File: config.mk
export PLATFORM = sky130hd
export DESIGN_NAME = cbf_framer
export DESIGN_NICKNAME = d
export VERILOG_FILES = /design/src/hdl/cbf_pkg.sv /design/src/hdl/cbf_fifo.sv /design/src/hdl/cbf_framer.sv
export SDC_FILE = /design/constraint.sdc
export NUM_CORES = 1
export LEC_CHECK = 0
export ABC_CLOCK_PERIOD_IN_PS = 8170
export CORE_MARGIN = 1
export CORE_UTILIZATION = 45
export CTS_CLUSTER_DIAMETER = 200
export CTS_CLUSTER_SIZE = 16
export DETAILED_ROUTE_END_ITERATION = 8
export DONT_BUFFER_PORTS = 1
export SLEW_MARGIN = 10
export SYNTH_ARGS = -nofsm -noshare
export SYNTH_HDL_FRONTEND = slang
export SYNTH_SLANG_ARGS = --single-unit
File: constraint.sdc
create_clock -name mclk -period 8.17 [get_ports mclk]
set_input_delay 2.0425 -clock mclk [delete_from_list [all_inputs] [get_ports mclk]]
set_output_delay 2.0425 -clock mclk [all_outputs]
set_load 0.02 [all_outputs]
File: src/hdl/cbf_pkg.sv
// Shared constants, state types and the checksum step of the block framer
package cbf_pkg;

  // Block size limits, counted in bytes including count and checksum
  localparam logic [7:0] CBF_CNT_MIN = 8'h04;
  localparam logic [7:0] CBF_CNT_MAX = 8'h54;
  // Count byte plus the two checksum bytes
  localparam logic [7:0] CBF_OVERHEAD = 8'h03;
  // Distance from the index held after the last packet byte to the count value
  localparam logic [7:0] CBF_IDX_END = 8'h02;
  // Index of the first packet byte
  localparam logic [7:0] CBF_IDX_FIRST = 8'h01;

  // Checksum generator and start value
  localparam logic [15:0] CBF_CRC_POLY = 16'h8005;
  localparam logic [15:0] CBF_CRC_INIT = 16'h0000;

  // Status byte and size of the four-byte status block
  localparam logic [7:0] CBF_ST_COMM_ERR = 8'hFF;
  localparam logic [7:0] CBF_ERR_BLK = 8'h04;
  localparam logic [7:0] CBF_ERR_PKT = 8'h01;

  // Reset values
  localparam logic [7:0] CBF_BYTE_RST = 8'h00;
  localparam logic [15:0] CBF_CRC_RST = 16'h0000;

  // Default buffer shape
  localparam int CBF_FIFO_W = 8;
  localparam int CBF_FIFO_D = 8;

  typedef enum logic [1:0] {
    R_CNT,
    R_PKT,
    R_CLO,
    R_CHI
  } cbf_rx_e;

  typedef enum logic [1:0] {
    T_IDLE,
    T_PKT,
    T_CHI,
    T_END
  } cbf_tx_e;

  // One byte into the checksum, bit 0 first as it travels on the link
  function automatic logic [15:0] cbf_crc_byte(input logic [15:0] crc,
                                               input logic [7:0] data);
    logic [15:0] c;
    c = crc;
    for (int i = 0; i < 8; i++) begin
      if (data[i] != c[15]) begin
        c = {c[14:0], 1'b0} ^ CBF_CRC_POLY;
      end else begin
        c = {c[14:0], 1'b0};
      end
    end
    return c;
  endfunction : cbf_crc_byte

endpackage : cbf_pkg

File: src/hdl/cbf_fifo.sv
// Packet byte buffer with registered read stage
`timescale 1ns/1ps
`default_nettype none
module cbf_fifo #(
  parameter int W = 8,
  parameter int D = 8
) (
  input wire logic mclk,
  input wire logic sys_rst,
  input wire logic in_valid,
  output logic in_ready,
  output logic in_room2,
  input wire logic [W-1:0] in_data,
  output logic out_valid,
  input wire logic out_ready,
  output logic [W-1:0] out_data
);
  import cbf_pkg::*;

  localparam int AW = (D > 1) ? $clog2(D) : 1;
  // Full depth needs one bit more than the pointers, or eight folds to zero
  localparam logic [AW:0] DEPTH = (AW + 1)'(D);

  typedef struct packed {
    logic [D-1:0][W-1:0] mem;
    logic [AW-1:0] wp;
    logic [AW-1:0] rp;
    logic [AW:0] cnt;
    logic ov;
    logic [W-1:0] od;
    logic rdy;
    logic room2;
  } cbf_fifo_s;

  cbf_fifo_s st_ff;
  cbf_fifo_s nxt_st;

  logic push;
  logic pop;

  ////////////////////////////////////////////////////////////////////////////
  // Next state: store on push, refill the output stage when it empties
  always_comb begin
    nxt_st = st_ff;
    push = in_valid && st_ff.rdy;
    pop = (!st_ff.ov || out_ready) && (st_ff.cnt != '0);
    if (st_ff.ov && out_ready) begin
      nxt_st.ov = 1'b0;
    end
    if (push) begin
      nxt_st.mem[st_ff.wp] = in_data;
      nxt_st.wp = (st_ff.wp == AW'(D - 1)) ? '0 : st_ff.wp + 1'b1;
    end
    if (pop) begin
      nxt_st.od = st_ff.mem[st_ff.rp];
      nxt_st.ov = 1'b1;
      nxt_st.rp = (st_ff.rp == AW'(D - 1)) ? '0 : st_ff.rp + 1'b1;
    end
    nxt_st.cnt = st_ff.cnt + (AW + 1)'(push) - (AW + 1)'(pop);
    // Ready is registered, so it looks at the next fill level
    nxt_st.rdy = nxt_st.cnt < DEPTH;
    nxt_st.room2 = nxt_st.cnt < (DEPTH - (AW + 1)'(1));
  end

  // State register
  always_ff @(posedge mclk) begin
    if (sys_rst) begin
      st_ff <= '0;
    end else begin
      st_ff <= nxt_st;
    end
  end

  assign in_ready = st_ff.rdy;
  assign in_room2 = st_ff.room2;
  assign out_valid = st_ff.ov;
  assign out_data = st_ff.od;

endmodule : cbf_fifo
`default_nettype wire

File: src/hdl/cbf_framer.sv
// Block framer: count byte, packet, checksum on receive and transmit
`timescale 1ns/1ps
`default_nettype none
module cbf_framer #(
  parameter int FIFO_W = cbf_pkg::CBF_FIFO_W,
  parameter int FIFO_D = cbf_pkg::CBF_FIFO_D
) (
  input wire logic mclk,
  input wire logic sys_rst,
  // Received bytes from the link layer
  input wire logic rx_valid,
  output logic rx_ready,
  input wire logic [7:0] rx_data,
  // Packet bytes towards the command executor
  output logic pkt_valid,
  input wire logic pkt_ready,
  output logic [FIFO_W-1:0] pkt_data,
  output logic frame_ok,
  output logic frame_err,
  output logic [7:0] frame_count,
  // Response packet from the command executor
  input wire logic rsp_start,
  input wire logic [7:0] rsp_len,
  input wire logic rsp_valid,
  output logic rsp_ready,
  input wire logic [7:0] rsp_data,
  // Four-byte status request from the executor
  input wire logic err_req,
  input wire logic [7:0] err_code,
  // Transmitted bytes to the link layer
  output logic tx_valid,
  input wire logic tx_ready,
  output logic [7:0] tx_data,
  output logic tx_busy
);
  import cbf_pkg::*;

  typedef struct packed {
    cbf_rx_e rst;
    logic [7:0] cnt;
    logic [7:0] idx;
    logic [15:0] rcrc;
    logic [7:0] clo;
    logic rx_ready;
    logic frame_ok;
    logic frame_err;
    logic err_pend;
    cbf_tx_e tst;
    logic [7:0] tcnt;
    logic [15:0] tcrc;
    logic tx_valid;
    logic [7:0] tx_data;
    logic rsp_ready;
    logic err_mode;
    logic [7:0] err_code;
    logic tx_busy;
  } cbf_state_s;

  cbf_state_s st_ff;
  cbf_state_s nxt_st;
  logic take;
  logic push;
  logic sent;
  logic free;
  logic fifo_room2;
  logic [7:0] blk_len;

  ////////////////////////////////////////////////////////////////////////////
  // Packet buffer; the executor can stall it and so stall the link
  cbf_fifo #(
    .W(FIFO_W),
    .D(FIFO_D)
  ) u_fifo (
    .mclk(mclk),
    .sys_rst(sys_rst),
    .in_valid(push),
    .in_ready(),
    .in_room2(fifo_room2),
    .in_data(FIFO_W'(rx_data)),
    .out_valid(pkt_valid),
    .out_ready(pkt_ready),
    .out_data(pkt_data)
  );

  ////////////////////////////////////////////////////////////////////////////
  // Receive and transmit sequencing in one next-state block
  always_comb begin
    nxt_st = st_ff;
    take = rx_valid && st_ff.rx_ready;
    push = 1'b0;
    sent = st_ff.tx_valid && tx_ready;
    blk_len = CBF_BYTE_RST;
    nxt_st.frame_ok = 1'b0;
    nxt_st.frame_err = 1'b0;

    // Receive side; the count byte decides where the block ends
    case (st_ff.rst)
      R_CNT: begin
        if (take) begin
          if (rx_data < CBF_CNT_MIN || rx_data > CBF_CNT_MAX) begin
            nxt_st.frame_err = 1'b1;
          end else begin
            nxt_st.cnt = rx_data;
            nxt_st.idx = CBF_IDX_FIRST;
            nxt_st.rcrc = cbf_crc_byte(CBF_CRC_INIT, rx_data);
            nxt_st.rst = R_PKT;
          end
        end
      end
      R_PKT: begin
        if (take) begin
          push = 1'b1;
          nxt_st.rcrc = cbf_crc_byte(st_ff.rcrc, rx_data);
          nxt_st.idx = st_ff.idx + 8'h01;
          if (st_ff.idx == st_ff.cnt - CBF_OVERHEAD) begin
            nxt_st.rst = R_CLO;
          end
        end
      end
      R_CLO: begin
        if (take) begin
          nxt_st.clo = rx_data;
          nxt_st.rst = R_CHI;
        end
      end
      R_CHI: begin
        if (take) begin
          // Compared only after exactly count bytes
          if ({rx_data, st_ff.clo} == st_ff.rcrc) begin
            nxt_st.frame_ok = 1'b1;
          end else begin
            nxt_st.frame_err = 1'b1;
          end
          nxt_st.rst = R_CNT;
        end
      end
      default: nxt_st.rst = R_CNT;
    endcase

    // Transmit side; the held byte slot is free once it has been taken
    free = !st_ff.tx_valid || sent;
    if (sent) begin
      nxt_st.tx_valid = 1'b0;
    end
    case (st_ff.tst)
      T_IDLE: begin
        if (st_ff.err_pend || err_req || rsp_start) begin
          if (st_ff.err_pend) begin
            nxt_st.err_pend = 1'b0;
            nxt_st.err_mode = 1'b1;
            nxt_st.err_code = CBF_ST_COMM_ERR;
            nxt_st.tcnt = CBF_ERR_PKT;
          end else if (err_req) begin
            nxt_st.err_mode = 1'b1;
            nxt_st.err_code = err_code;
            nxt_st.tcnt = CBF_ERR_PKT;
          end else begin
            nxt_st.err_mode = 1'b0;
            nxt_st.tcnt = rsp_len;
          end
          blk_len = nxt_st.tcnt + CBF_OVERHEAD;
          nxt_st.tx_data = blk_len;
          nxt_st.tx_valid = 1'b1;
          nxt_st.tcrc = cbf_crc_byte(CBF_CRC_INIT, blk_len);
          nxt_st.tst = T_PKT;
        end
      end
      T_PKT: begin
        if (free) begin
          if (st_ff.tcnt == CBF_BYTE_RST) begin
            nxt_st.tx_data = st_ff.tcrc[7:0];
            nxt_st.tx_valid = 1'b1;
            nxt_st.tst = T_CHI;
          end else if (st_ff.err_mode) begin
            nxt_st.tx_data = st_ff.err_code;
            nxt_st.tx_valid = 1'b1;
            nxt_st.tcrc = cbf_crc_byte(st_ff.tcrc, st_ff.err_code);
            nxt_st.tcnt = st_ff.tcnt - 8'h01;
          end else if (st_ff.rsp_ready && rsp_valid) begin
            nxt_st.tx_data = rsp_data;
            nxt_st.tx_valid = 1'b1;
            nxt_st.tcrc = cbf_crc_byte(st_ff.tcrc, rsp_data);
            nxt_st.tcnt = st_ff.tcnt - 8'h01;
          end
        end
      end
      T_CHI: begin
        if (sent) begin
          nxt_st.tx_data = st_ff.tcrc[15:8];
          nxt_st.tx_valid = 1'b1;
          nxt_st.tst = T_END;
        end
      end
      T_END: begin
        if (sent) begin
          nxt_st.tst = T_IDLE;
        end
      end
      default: nxt_st.tst = T_IDLE;
    endcase

    // A failure raised while the old one is taken still survives
    if (nxt_st.frame_err) begin
      nxt_st.err_pend = 1'b1;
    end

    // Ready flags are registered; two free slots cover the one-cycle lag.
    // Input is held off while any answer is pending or going out.
    nxt_st.rx_ready = fifo_room2 && !nxt_st.err_pend &&
                      (nxt_st.tst == T_IDLE) && !err_req && !rsp_start;
    nxt_st.rsp_ready = (nxt_st.tst == T_PKT) && !nxt_st.tx_valid &&
                       (nxt_st.tcnt != CBF_BYTE_RST) && !nxt_st.err_mode;
    nxt_st.tx_busy = nxt_st.tst != T_IDLE;
  end

  // State register
  always_ff @(posedge mclk) begin
    if (sys_rst) begin
      st_ff <= '0;
    end else begin
      st_ff <= nxt_st;
    end
  end

  // Outputs straight from the state register
  assign rx_ready = st_ff.rx_ready;
  assign frame_ok = st_ff.frame_ok;
  assign frame_err = st_ff.frame_err;
  assign frame_count = st_ff.cnt;
  assign rsp_ready = st_ff.rsp_ready;
  assign tx_valid = st_ff.tx_valid;
  assign tx_data = st_ff.tx_data;
  assign tx_busy = st_ff.tx_busy;
endmodule : cbf_framer
`default_nettype wire

# Word level (Yosys, flattened, before mapping)
# Cells that the tools add are included.
word_totals:
  input_bits: 40
  regBits: 177
  elab_cells: 398
  out_inout_bits: 31
classes:
  mux: 203
  bitwise_logic: 40
  n_reduce_logical: 46
  eq_ne: 61
  order_cmp: 7
  add_sub_neg: 8
ops:
  columns: ["cell", "n"]
  rows:
  - ["16-bit 2-to-1 mux", 152]
  - ["3-bit NOT", 37]
  - ["24-bit one-hot mux with 2 select lines", 2]
  - ["34-bit 2-to-1 mux", 2]
  - ["33-bit 2-to-1 mux", 2]
  - ["64-bit bitwise mux", 1]
  - ["8-bit 2-to-1 mux", 7]
  - ["9-bit 2-to-1 mux", 6]
  - ["24-bit 2-to-1 mux", 2]
  - ["1-bit != test", 38]
  - ["36-bit 2-to-1 mux", 1]
  - ["35-bit 2-to-1 mux", 1]
  - ["9-bit one-hot mux with 3 select lines", 1]
  - ["8-bit binary-select mux with 3-bit select", 1]
  - ["8-bit demux with 3-bit select", 1]
  - ["2-bit != test (second input constant)", 10]
  - ["16-bit equality test", 1]
  - ["2-bit one-hot mux with 4 select lines", 2]
  - ["1-bit logical AND", 14]
  - ["2-bit 2-to-1 mux", 7]
  - ["1-bit 2-to-1 mux", 12]
  - ["5-bit AND reduction", 2]
  - ["2-bit nonzero test", 5]
  - ["8-bit by 1-bit adder with 8-bit output (second input constant)", 1]
  - ["33 further kinds", 57]

# Logic depth before layout (Yosys ltp)
# Gate-level depths: netlist (run 1).
logic_depth:
  depth_word: 60
  mapped_depth: 13

# Hierarchy
# Synthesis (run 1) repeated with hierarchy kept, for this count alone.
hier_totals:
  hier_cells: 1150
  area_unflattened_um2: 9947.0
by_module_without_submodules:
  columns: ["mod", "instances", "area_each_um2", "seq_area_each_um2", "cells_each"]
  rows:
  - ["cbf_framer", 1, 6160.9, 1841.8, 751]
  - ["cbf_fifo", 1, 3786.1, 1701.6, 399]

# Least setup slack after synthesis (run 1)
# Ideal clock, no wire load.
synth_timing:
  path_kind: "input -> register"
  startpoint: "in err_req"
  endpoint: "reg st_ff[35] (netlist bit)"
  slack_ns: 3.712
  arrival_time_ns: 4.329
  setup_ns: 0.129
  path_stages: 11
  required_time_ns: 8.041
  cell_sequence: "or2_1 clkbuf_1 nor2_1 ha_1 and3b_1 mux2i_1 xor2_1 xnor2_1 xnor3_1 a21oi_1 o211ai_1"
synth_between:
  elab_chain_len: 36
  word_cells_on_any_way: 40
  cone_classes: "add/sub: 1; eq/ne: 8; mux: 28; reduce/logical: 3"
synth_rtl:
  columns: ["element", "line", "source"]
  rows:
  - ["start: declaration", "cbf_framer.sv:28", "input wire logic err_req,"]
  - ["8-bit 2-to-1 mux", "cbf_framer.sv:153", "end else if (err_req) begin"]
  - ["8-bit 2-to-1 mux", "cbf_framer.sv:148", "if (st_ff.err_pend) begin"]
  - ["8-bit 2-to-1 mux", "cbf_framer.sv:147", "if (st_ff.err_pend || err_req || rsp_start) begin"]
  - ["8-bit 2-to-1 mux", "cbf_framer.sv:145", "case (st_ff.tst)"]
  - ["8-bit by 2-bit adder with 8-bit output", "cbf_framer.sv:161", "blk_len = nxt_st.tcnt + CBF_OVERHEAD;"]
  - ["16-bit 2-to-1 mux", "cbf_pkg.sv:51", "if (data[i] != c[15]) begin"]
  - ["16-bit 2-to-1 mux", "cbf_framer.sv:147", null]
  - ["16-bit 2-to-1 mux", "cbf_framer.sv:145", null]
  - ["[20 not listed]", null, null]
  - ["1-bit != test", "cbf_pkg.sv:51", null]
  - ["16-bit 2-to-1 mux", "cbf_pkg.sv:51", null]
  - ["16-bit 2-to-1 mux", "cbf_framer.sv:147", null]
  - ["16-bit 2-to-1 mux", "cbf_framer.sv:145", null]
  - ["1-bit != test", "cbf_pkg.sv:51", null]
  - ["16-bit 2-to-1 mux", "cbf_pkg.sv:51", null]
  - ["36-bit 2-to-1 mux", "cbf_framer.sv:147", null]
  - ["24-bit one-hot mux with 2 select lines", "cbf_framer.sv:145", null]
  - ["end signal: assignment", "cbf_framer.sv:221", "st_ff <= nxt_st;"]
  - ["end: declaration", "cbf_framer.sv:59", "cbf_state_s st_ff;"]
# Parallel ways exist; a longest one is shown, timed or not. The select of a mux whose other input is x is not followed.
# A chain may end at the register's enable or synchronous reset.

# Worst setup path after layout (run 1)
layout_timing:
  startpoint: "in rx_valid"
  endpoint: "reg u_fifo.st_ff[66] (netlist bit)"
layout_between:
  elab_chain_len: 4
layout_rtl:
  columns: ["element", "line", "source"]
  rows:
  - ["start: declaration", "cbf_framer.sv:11", "input wire logic rx_valid,"]
  - ["1-bit logical AND", "cbf_framer.sv:89", "take = rx_valid && st_ff.rx_ready;"]
  - ["1-bit 2-to-1 mux", "cbf_framer.sv:111", "if (take) begin"]
  - ["1-bit 2-to-1 mux", "cbf_framer.sv:97", "case (st_ff.rst)"]
  - ["1-bit logical AND", "cbf_fifo.sv:45", "push = in_valid && st_ff.rdy;"]
  - ["end signal: assignment", "cbf_fifo.sv:70", "st_ff <= nxt_st;"]
  - ["end: declaration", "cbf_fifo.sv:35", "cbf_fifo_s st_ff;"]
# Every way passes these cells.

==> metrics.yaml, run 1 <==
layout:
  final_area_sq_um: 10400
  layout_common_cells: "210 x nor2_1, 177 x dfxtp_1, 84 x xnor2_1"
  area_growth_syn_to_layout_pct: 4.77
  final_cells: 1367
  regArea_sq_um: 3540
  nNetsFinal: 1146
  num-fill-cells: 2065
  drive_gt1_share_pct: 6.59
  fin_util_pct: 48.7
  multiInputGateArea_sq_um: 5780
  final_common_cell: "nor2_1"
  antenna_cells: 0
grt:
  grt_antenna_before_repair: 0
  grt-ovfl-total: 0
  grtUsageTotal_pct: 23.1
  grt_pass1_wl_mm: 40.1
  grt_max_degree: 173
  grt_pass1_vias: 7239
hold_path:
  min_delay_path_depth: 2
  hp-class: "register to register"
  holdPathEnd: "u_fifo.st_ff[31]$_SDFFE_PP0P_"
  hold_path_startpoint: "u_fifo.st_ff[31]$_SDFFE_PP0P_"
worst_setup_path:
  rr_startpoint: "st_ff[91]$_SDFFE_PP0P_"
  crit_path_frequent_cell: "nor2_1"
  critPathArrivalTime_ps: 4700
  path_max_fanout: 16
  crit_path_end_kind: "register"
  slowest_stage: "nor2_1"
  path_buf_inv: 0
  crit_start: "rx_valid"
  r2r_slack_ps: 4700
  cp_cell_sequence: "and2_1 > nand3_1 > nor2_1 > nand3b_1 > nor2_1 > a21oi_1 > nor2_1"
  timing.rr.end: "u_fifo.st_ff[66]$_SDFFE_PP0P_"
  critPathMaxStageDelay_ps: 740
  reg2reg_depth: 8
  path_class: "input port to register"
  cp.required_ps: 8540
  crit_family: "simple AND/OR/NAND/NOR gates"
  cp-start-kind: "input port"
detailed_routing:
  drtIter0Drc: 540
  route.vias.total: 7860
  drt-vias-per-instance: 5.75
  drtPass1Iterations: 7
  wl_per_cell_um: 18.7
  ant_nets: 0
  remaining_drc_errors: 0
  routed_wl_mm: 25.6
yosys:
  async_flop_share_pct: 0
  ys_ff_latch: 177
  yosys.area.top_type: "dfxtp_1"
  synth.area.top_cells: "dfxtp_1 36%, nor2_1 7.9%, xnor2_1 7.4%"
  yosysWarnings: 0
  syn_area_sq_um: 9930
  syn-num-nets: 1224
  avgSynthCellArea_sq_um: 8.58
  yosysUniqueCellTypes: 70
  yosysSeqAreaShare_pct: 35.7
  synth_cells: 1158
  ys.flop_type: "dfxtp_1"
  synth_edf_count: 0
  netlist.area_leader.share_pct: 35.7
sta:
  rsz0062_at_grt: "false"
  maxSlewHeadroom_pct: 25.7
  finalHoldViolations: 0
  final.setup.tns_ps: 0
  period_minus_slack_ps: 4330
  drv_slew: 0
  fmax_mhz: 231
  min_period_over_period_pct: 53.0
  setup-violations-final: 0
  finClkSkew_ps: 16.0
  worst_pin_slew_ps: 1110
  hold_ws_ps: 457
run:
  maxCapViolCount: 0
place:
  gp_congestion: 0.847
  dpl_cell_area_sq_um: 9840
  port_buffers: 0
  dp_hpwl_mm: 17.5
  dpl.cell_count: 1336
floorplanning:
  die-area_sq_um: 22700
  chipWidth_um: 151
  die_h_um: 151
  pin_count: 71
  num_rows: 53
  start_util_pct: 46.5
  coreArea_sq_um: 21400
clock_tree:
  cts_tree: "yes"
  ctsResizeCount: 0
  clkLatencyLatePin_ps: 440
  cts-root-buf: "clkbuf_16"
  cts_max_level: 4
  cts_hold_buf: 0
  ctsLongestPathBuffers: 2
  cts-buffers-inserted: 17
  cts_setup_buffers: 0
  clock-sinks: 177
  clk_pin_slew_ps: 80
pwr:
  peakVddDrop_mv: 0.114
  p_per_area_nw_per_um2: 243
  power.leakage_nw: 3.74
status:
  status: "complete, no violations"
-- stage by stage --
stage	total power [mW]	setup WS, ps
floorplan	1.65	3710
global placement	1.75	3540
detailed placement	1.76	3480
CTS	2.55	3900
global route	2.67	3530
finish	2.53	3840
-- worst min-delay path, delay by kind of cell (launching register included) --
family	cells	cell delay (ps)
DFF	1	310
and+or+nand+nor	1	50
AOI/OAI and AO/OA	1	50
-- power breakdown --
| part | leakage [nW] | internal (mW) | switching [mW] |
|---|---|---|---|
| clock network | 0.276 | 0.404 | 0.387 |
| logic | 2.03 | 0.309 | 0.382 |
| registers | 1.44 | 0.937 | 0.110 |
| total | 3.74 | 1.65 | 0.879 |
-- worst max-delay path by stage --
| stage | to | cells past startpoint |
|---|---|---|
| after floorplan | st_ff[35]$_SDFFE_PP0P_ | 11 |
| after global placement | u_fifo.st_ff[81]$_SDFFE_PP0P_ | 6 |
| after detailed placement | u_fifo.st_ff[83]$_SDFFE_PP0P_ | 6 |
| after CTS | u_fifo.st_ff[62]$_SDFFE_PP0P_ | 7 |
| after global routing | u_fifo.st_ff[81]$_SDFFE_PP0P_ | 7 |
| final | u_fifo.st_ff[66]$_SDFFE_PP0P_ | 7 |
-- cell usage after synthesis, drive strengths merged (3+ instances only) --
| master | number |
|---|---|
| and2 | 3 |
| nor3b | 7 |
| a22oi | 18 |
| nor4 | 6 |
| a211oi | 22 |
| nor2 | 210 |
| nand2b | 11 |
| dfxtp | 177 |
| o31ai | 7 |
| inv | 31 |
| nand4 | 7 |
| and3 | 5 |
| xor2 | 26 |
| a221o | 5 |
| a222oi | 10 |
| nand2 | 69 |
| a221oi | 15 |
| or4 | 3 |
| a21o | 7 |
| clkbuf | 64 |
| nand3 | 31 |
| nand3b | 7 |
| a22o | 5 |
| o211ai | 10 |
| buf | 41 |
| mux4 | 16 |
| and4 | 3 |
| xnor2 | 85 |
| xnor3 | 7 |
| o21ai | 17 |
| ha | 25 |
| a21oi | 83 |
| mux2i | 48 |
| nor3 | 26 |
| or3 | 5 |
| nor2b | 8 |
| a31oi | 8 |
-- area by class of cell --
cell class                 count  area share (%)
multi-input combinational    845            55.5
sequential                   177            34.1
timing repair buffer           8           0.577
clock buffer                  17            4.09
clock inverter                14            1.35
inverter                      31            1.12
tap                          275            3.31
-- metal layers --
layer  vias to the layer above  global-route usage, %  wire length [um]
li1                       3884                      -                 -
met1                      3755                   31.1             11700
met2                       198                   37.1             12100
met3                        23                   4.85              1550
met4                         0                   6.62               346
met5                         -                      0                 0
-- cell families (layout without fill, tap and decap cells) --
family	Yosys count	after routing	synth area share, %
compound gates	223	223	15.2
xor+xnor	119	119	11.9
fa+ha+maj	26	26	3.35
buf+inv	136	70	6.42
flops	177	177	35.7
mux	66	66	8.69
simple gates	411	411	18.8
-- sequential cells by signal (all words and copies together), names as in the netlist --
register          count
frame_count           8
u_fifo.st_ff         74
st_ff                70
tx_valid              1
rx_ready              1
tx_data               8
u_fifo.out_valid      1
frame_err             1
u_fifo.out_data       8
u_fifo.in_ready       1
tx_busy               1
rsp_ready             1
frame_ok              1
u_fifo.in_room2       1
Note: power is estimated with default switching activity, not from simulation.
==> run 2, diff against run 1 <==
--- a/config.mk
+++ b/config.mk
@@ -5,7 +5,7 @@
 export SDC_FILE = /design/constraint.sdc
 export NUM_CORES = 1
 export LEC_CHECK = 0
-export ABC_CLOCK_PERIOD_IN_PS = 8170
+export ABC_CLOCK_PERIOD_IN_PS = 3900
 export CORE_MARGIN = 1
 export CORE_UTILIZATION = 45
 export CTS_CLUSTER_DIAMETER = 200
==> constraint.sdc (replaced) <==
create_clock -name mclk -period 3.9 [get_ports mclk]
set_input_delay 0.975 -clock mclk [delete_from_list [all_inputs] [get_ports mclk]]
set_output_delay 0.975 -clock mclk [all_outputs]
set_load 0.02 [all_outputs]
==> metrics.yaml, run 2 (synthesis gave the netlist of run 1 again) <==
sta:
  rsz0062_at_grt: "false"
  finalHoldViolations: 0
  min_period_over_period_pct: 75.2
  period_minus_slack_ps: 2930
  drv_slew: 0
  finClkSkew_ps: 11.5
  maxSlewHeadroom_pct: 36.2
  setup_slack_ps: 969
  hold_ws_ps: 459
  fmax_mhz: 341
  setup-violations-final: 0
  worst_pin_slew_ps: 956
  final.setup.tns_ps: 0
layout:
  final_common_cell: "nor2_1"
  nNetsFinal: 1159
  largest_register_ff_count: 74
  antenna_cells: 0
  fin_util_pct: 49.3
  area_growth_syn_to_layout_pct: 5.92
  final_cells: 1381
  drive_gt1_share_pct: 7.78
  largest-register: "u_fifo.st_ff"
  reg_top3: "u_fifo.st_ff (74), st_ff (70)"
  layout_common_cells: "210 x nor2_1, 177 x dfxtp_1, 84 x xnor2_1"
worst_setup_path:
  path_class: "input port to register"
  critPathArrivalTime_ps: 3240
  path_max_fanout: 7
  crit_path_end_kind: "register"
  cp.required_ps: 4210
  cp-start-kind: "input port"
clock_tree:
  ctsLongestPathBuffers: 2
  ctsResizeCount: 0
  clock-sinks: 177
  cts_hold_buf: 0
  cts_setup_buffers: 0
  cts-root-buf: "clkbuf_16"
  cts_tree: "yes"
  clkLatencyLatePin_ps: 440
  clk_pin_slew_ps: 70
  cts_max_level: 4
  cts-buffers-inserted: 17
run:
  maxCapViolCount: 0
grt:
  grt-ovfl-total: 0
  grt_antenna_before_repair: 0
  grt_pass1_wl_mm: 39.6
  grt_max_degree: 173
  grtUsageTotal_pct: 22.7
  grt_pass1_vias: 7302
detailed_routing:
  route.vias.total: 7795
  drtPass1Iterations: 7
  wl_per_cell_um: 18.1
  drt-vias-per-instance: 5.64
  remaining_drc_errors: 0
  ant_nets: 0
  routed_wl_mm: 25.0
  drtIter0Drc: 587
floorplanning:
  coreArea_sq_um: 21400
  start_util_pct: 46.5
  pin_count: 71
  chipWidth_um: 151
  die_h_um: 151
  die-area_sq_um: 22700
  num_rows: 53
place:
  gp_congestion: 0.838
  dpl.cell_count: 1349
  dp_hpwl_mm: 17.3
  pre_cts_ws_ps: 529
  port_buffers: 0
pwr:
  peakVddDrop_mv: 0.243
  p_per_area_nw_per_um2: 508
  power.leakage_nw: 3.81
hold_path:
  hp-class: "register to register"
status:
  status: "complete, no violations"
run 2: cell types whose count changed in the layout (fill, tap and decap cells not counted), sizes merged:
cell      before  now
buf            8   21
clkinv         5    4
clkinvlp       1    2
inv           39   40
run 2: final cells by class:
type | instances | area, sq um
fill | 2077 | 10800
multi-input combinational | 845 | 5770
sequential | 177 | 3540
clock buffer | 17 | 425
tap | 275 | 344
clock inverter | 15 | 165
timing repair buffer | 21 | 158
inverter | 31 | 116
run 2: through the flow:
stage	total power, mW	area, sq um
finish	5.35	10500
global route	5.65	10500
CTS	5.40	10500
detailed placement	3.68	9930
global placement	3.67	9930
floorplan	3.45	9930
run 2: path summary, 6_finish.rpt:
path         slack [ps]  cells after the start                     startpoint                             to
min                 460                      2  u_fifo.st_ff[36]$_SDFFE_PP0P_  u_fifo.st_ff[36]$_SDFFE_PP0P_
min reg2reg         460                      2  u_fifo.st_ff[36]$_SDFFE_PP0P_  u_fifo.st_ff[36]$_SDFFE_PP0P_
max                 970                     10                        err_req         st_ff[35]$_SDFFE_PP0P_
max reg2reg         980                     11           st_ff[46]$_SDFF_PP0_         st_ff[35]$_SDFFE_PP0P_
run 2: where the power goes:
group          total, mW  switching [mW]  internal, mW
Combinational       1.37           0.714         0.652
Sequential          2.27           0.305          1.96
Clock               1.71           0.847         0.864
run 2: critical path, stage by stage:
cell	delay, ps
or2_1	210
nor2_1	160
ha_1	250
and3b_1	240
mux2i_1	340
xor2_1	260
xnor2_1	190
xnor3_1	250
a21oi_1	240
o211ai_1	130
run 2: routing by layer:
| layer | up-vias | share of wire, % | GRT usage [%] | wire length (um) |
|---|---|---|---|---|
| met3 | 35 | 5.9 | 4.94 | 1470 |
| li1 | 3890 | - | - | - |
| met4 | 0 | 2.1 | 7.88 | 527 |
| met5 | - | 0 | 0 | 0 |
| met2 | 196 | 47 | 36.2 | 11600 |
| met1 | 3674 | 45 | 30.0 | 11400 |
==> run 3, diff against run 2 <==
--- a/config.mk
+++ b/config.mk
@@ -5,7 +5,7 @@
 export SDC_FILE = /design/constraint.sdc
 export NUM_CORES = 1
 export LEC_CHECK = 0
-export ABC_CLOCK_PERIOD_IN_PS = 3900
+export ABC_CLOCK_PERIOD_IN_PS = 2600
 export CORE_MARGIN = 1
 export CORE_UTILIZATION = 45
 export CTS_CLUSTER_DIAMETER = 200
==> constraint.sdc (replaced) <==
create_clock -name mclk -period 2.6 [get_ports mclk]
set_input_delay 0.65 -clock mclk [delete_from_list [all_inputs] [get_ports mclk]]
set_output_delay 0.65 -clock mclk [all_outputs]
set_load 0.02 [all_outputs]
==> metrics.yaml, run 3 (synthesis gave the netlist of run 1 again) <==
status:
  status: "complete, but fails checks"
  violations: "negative setup slack"
clock_tree:
  cts_tree: "yes"
  cts_hold_buf: 0
  clk_pin_slew_ps: 80
  clock-sinks: 177
  cts-root-buf: "clkbuf_16"
  cts_max_level: 4
  ctsLongestPathBuffers: 2
  cts-buffers-inserted: 17
  clkLatencyLatePin_ps: 440
hold_path:
  hold_path_startpoint: "sys_rst"
  hp-class: "input port to register"
  holdPathEnd: "tx_data[2]$_SDFFE_PP0P_"
  min_delay_path_depth: 1
grt:
  grt_pass1_vias: 7555
  grt_max_degree: 173
  grt_pass1_wl_mm: 41.2
  grtUsageTotal_pct: 23.6
  grt-ovfl-total: 0
  grt_antenna_before_repair: 0
floorplanning:
  pin_count: 71
  coreArea_sq_um: 21400
  die-area_sq_um: 22700
  chipWidth_um: 151
  start_util_pct: 46.5
  num_rows: 53
  die_h_um: 151
layout:
  regArea_sq_um: 3550
  area_growth_syn_to_layout_pct: 11.0
  antenna_cells: 0
  multiInputGateArea_sq_um: 5840
  num-fill-cells: 2023
  layout_common_cells: "207 x nor2_1, 176 x dfxtp_1, 84 x xnor2_1"
  largest-register: "u_fifo.st_ff"
  nNetsFinal: 1218
  drive_gt1_share_pct: 13.7
  fin_util_pct: 51.6
  reg_top3: "u_fifo.st_ff (74), st_ff (70)"
  largest_register_ff_count: 74
  final_common_cell: "nor2_1"
place:
  port_buffers: 0
  pre_cts_ws_ps: -138
  gp_congestion: 0.857
  dp_hpwl_mm: 18.4
detailed_routing:
  remaining_drc_errors: 0
  drt-vias-per-instance: 5.65
  ant_nets: 0
  wl_per_cell_um: 18.2
  route.vias.total: 8136
  drtPass1Iterations: 6
  drtIter0Drc: 565
  routed_wl_mm: 26.2
pwr:
  power.leakage_nw: 4.11
  peakVddDrop_mv: 0.433
  p_per_area_nw_per_um2: 743
worst_setup_path:
  reg2reg_depth: 10
  rr_startpoint: "st_ff[46]$_SDFF_PP0_"
  path_max_fanout: 4
  critPathArrivalTime_ps: 2920
  r2r_slack_ps: -2
  path_class: "register to register"
  path_buf_inv: 0
  timing.rr.end: "st_ff[35]$_SDFFE_PP0P_"
  crit_family: "XOR/XNOR gates"
  cp.required_ps: 2920
  cp-start-kind: "register"
  crit_start: "st_ff[46]$_SDFF_PP0_"
  cp_cell_sequence: "or2_4 > nor2_4 > ha_4 > and3b_2 > mux2i_2 > xor2_1 > xnor2_1 > xnor3_1 > a21oi_2 > o211ai_1"
  critPathMaxStageDelay_ps: 460
  crit_path_end_kind: "register"
  slowest_stage: "xnor3_1"
sta:
  hold_ws_ps: 304
  worst_pin_slew_ps: 1110
  finClkSkew_ps: 13.3
  min_period_over_period_pct: 100
  rsz0062_at_grt: "true"
  drv_slew: 0
  setup-violations-final: 1
  maxSlewHeadroom_pct: 25.6
  finalHoldViolations: 0
  period_minus_slack_ps: 2600
  final.setup.tns_ps: -2.06
  setup_slack_ps: -2.06
  fmax_mhz: 384
run:
  maxCapViolCount: 0
[run 3: changes by cell type in the layout (fill, tap and decap cells not counted), sizes merged]
cell	previous run	this run
buf	21	80
clkbuf	17	18
clkinv	4	5
clkinvlp	2	1
inv	40	39
[run 3: report_power, final]
group          internal, mW  total (mW)  switching, mW
registers              2.94        3.27          0.323
clock network          1.31        2.55           1.25
logic                  1.12        2.37           1.25
[run 3: stage by stage]
step / std cells / instance area, sq um / total power [mW]
global route: 1440 / 11000 / 8.64
floorplan: 1158 / 10000 / 5.20
global placement: 1402 / 10400 / 5.65
CTS: 1434 / 11000 / 8.22
finish: 1440 / 11000 / 8.19
detailed placement: 1402 / 10400 / 5.67
[run 3: final cells by class]
class	count	area share [%]
sequential	177	32.2
tap	275	3.12
clock inverter	14	1.27
inverter	31	1.06
timing repair buffer	80	5.45
clock buffer	18	3.98
multi-input combinational	845	52.9
[run 3: timing repair]
action	4_1_cts	5_1_grt
gates resized for setup	0	4
buffers inserted	0	6
endpoints found under the setup margin	0	4
endpoints found under the hold margin	0	0
[run 3: how the worst max path moves through the flow]
stage,cells after the start,end
3_5_place_dp,10,st_ff[35]$_SDFFE_PP0P_
4_1_cts,10,st_ff[35]$_SDFFE_PP0P_
2_1_floorplan,11,st_ff[35]$_SDFFE_PP0P_
3_3_place_gp,10,st_ff[35]$_SDFFE_PP0P_
6_report,10,st_ff[35]$_SDFFE_PP0P_
5_1_grt,10,st_ff[35]$_SDFFE_PP0P_
[run 3: metal layers]
layer  global-route usage, %  part of all wire [%]  vias to the layer above  wire (um)
met4                    5.86                   1.2                        0        323
met5                       0                     0                        -          0
met3                    5.30                   5.9                       24       1560
met1                    30.9                    45                     3877      11900
li1                        -                     -                     4024          -
met2                    39.0                    48                      211      12500
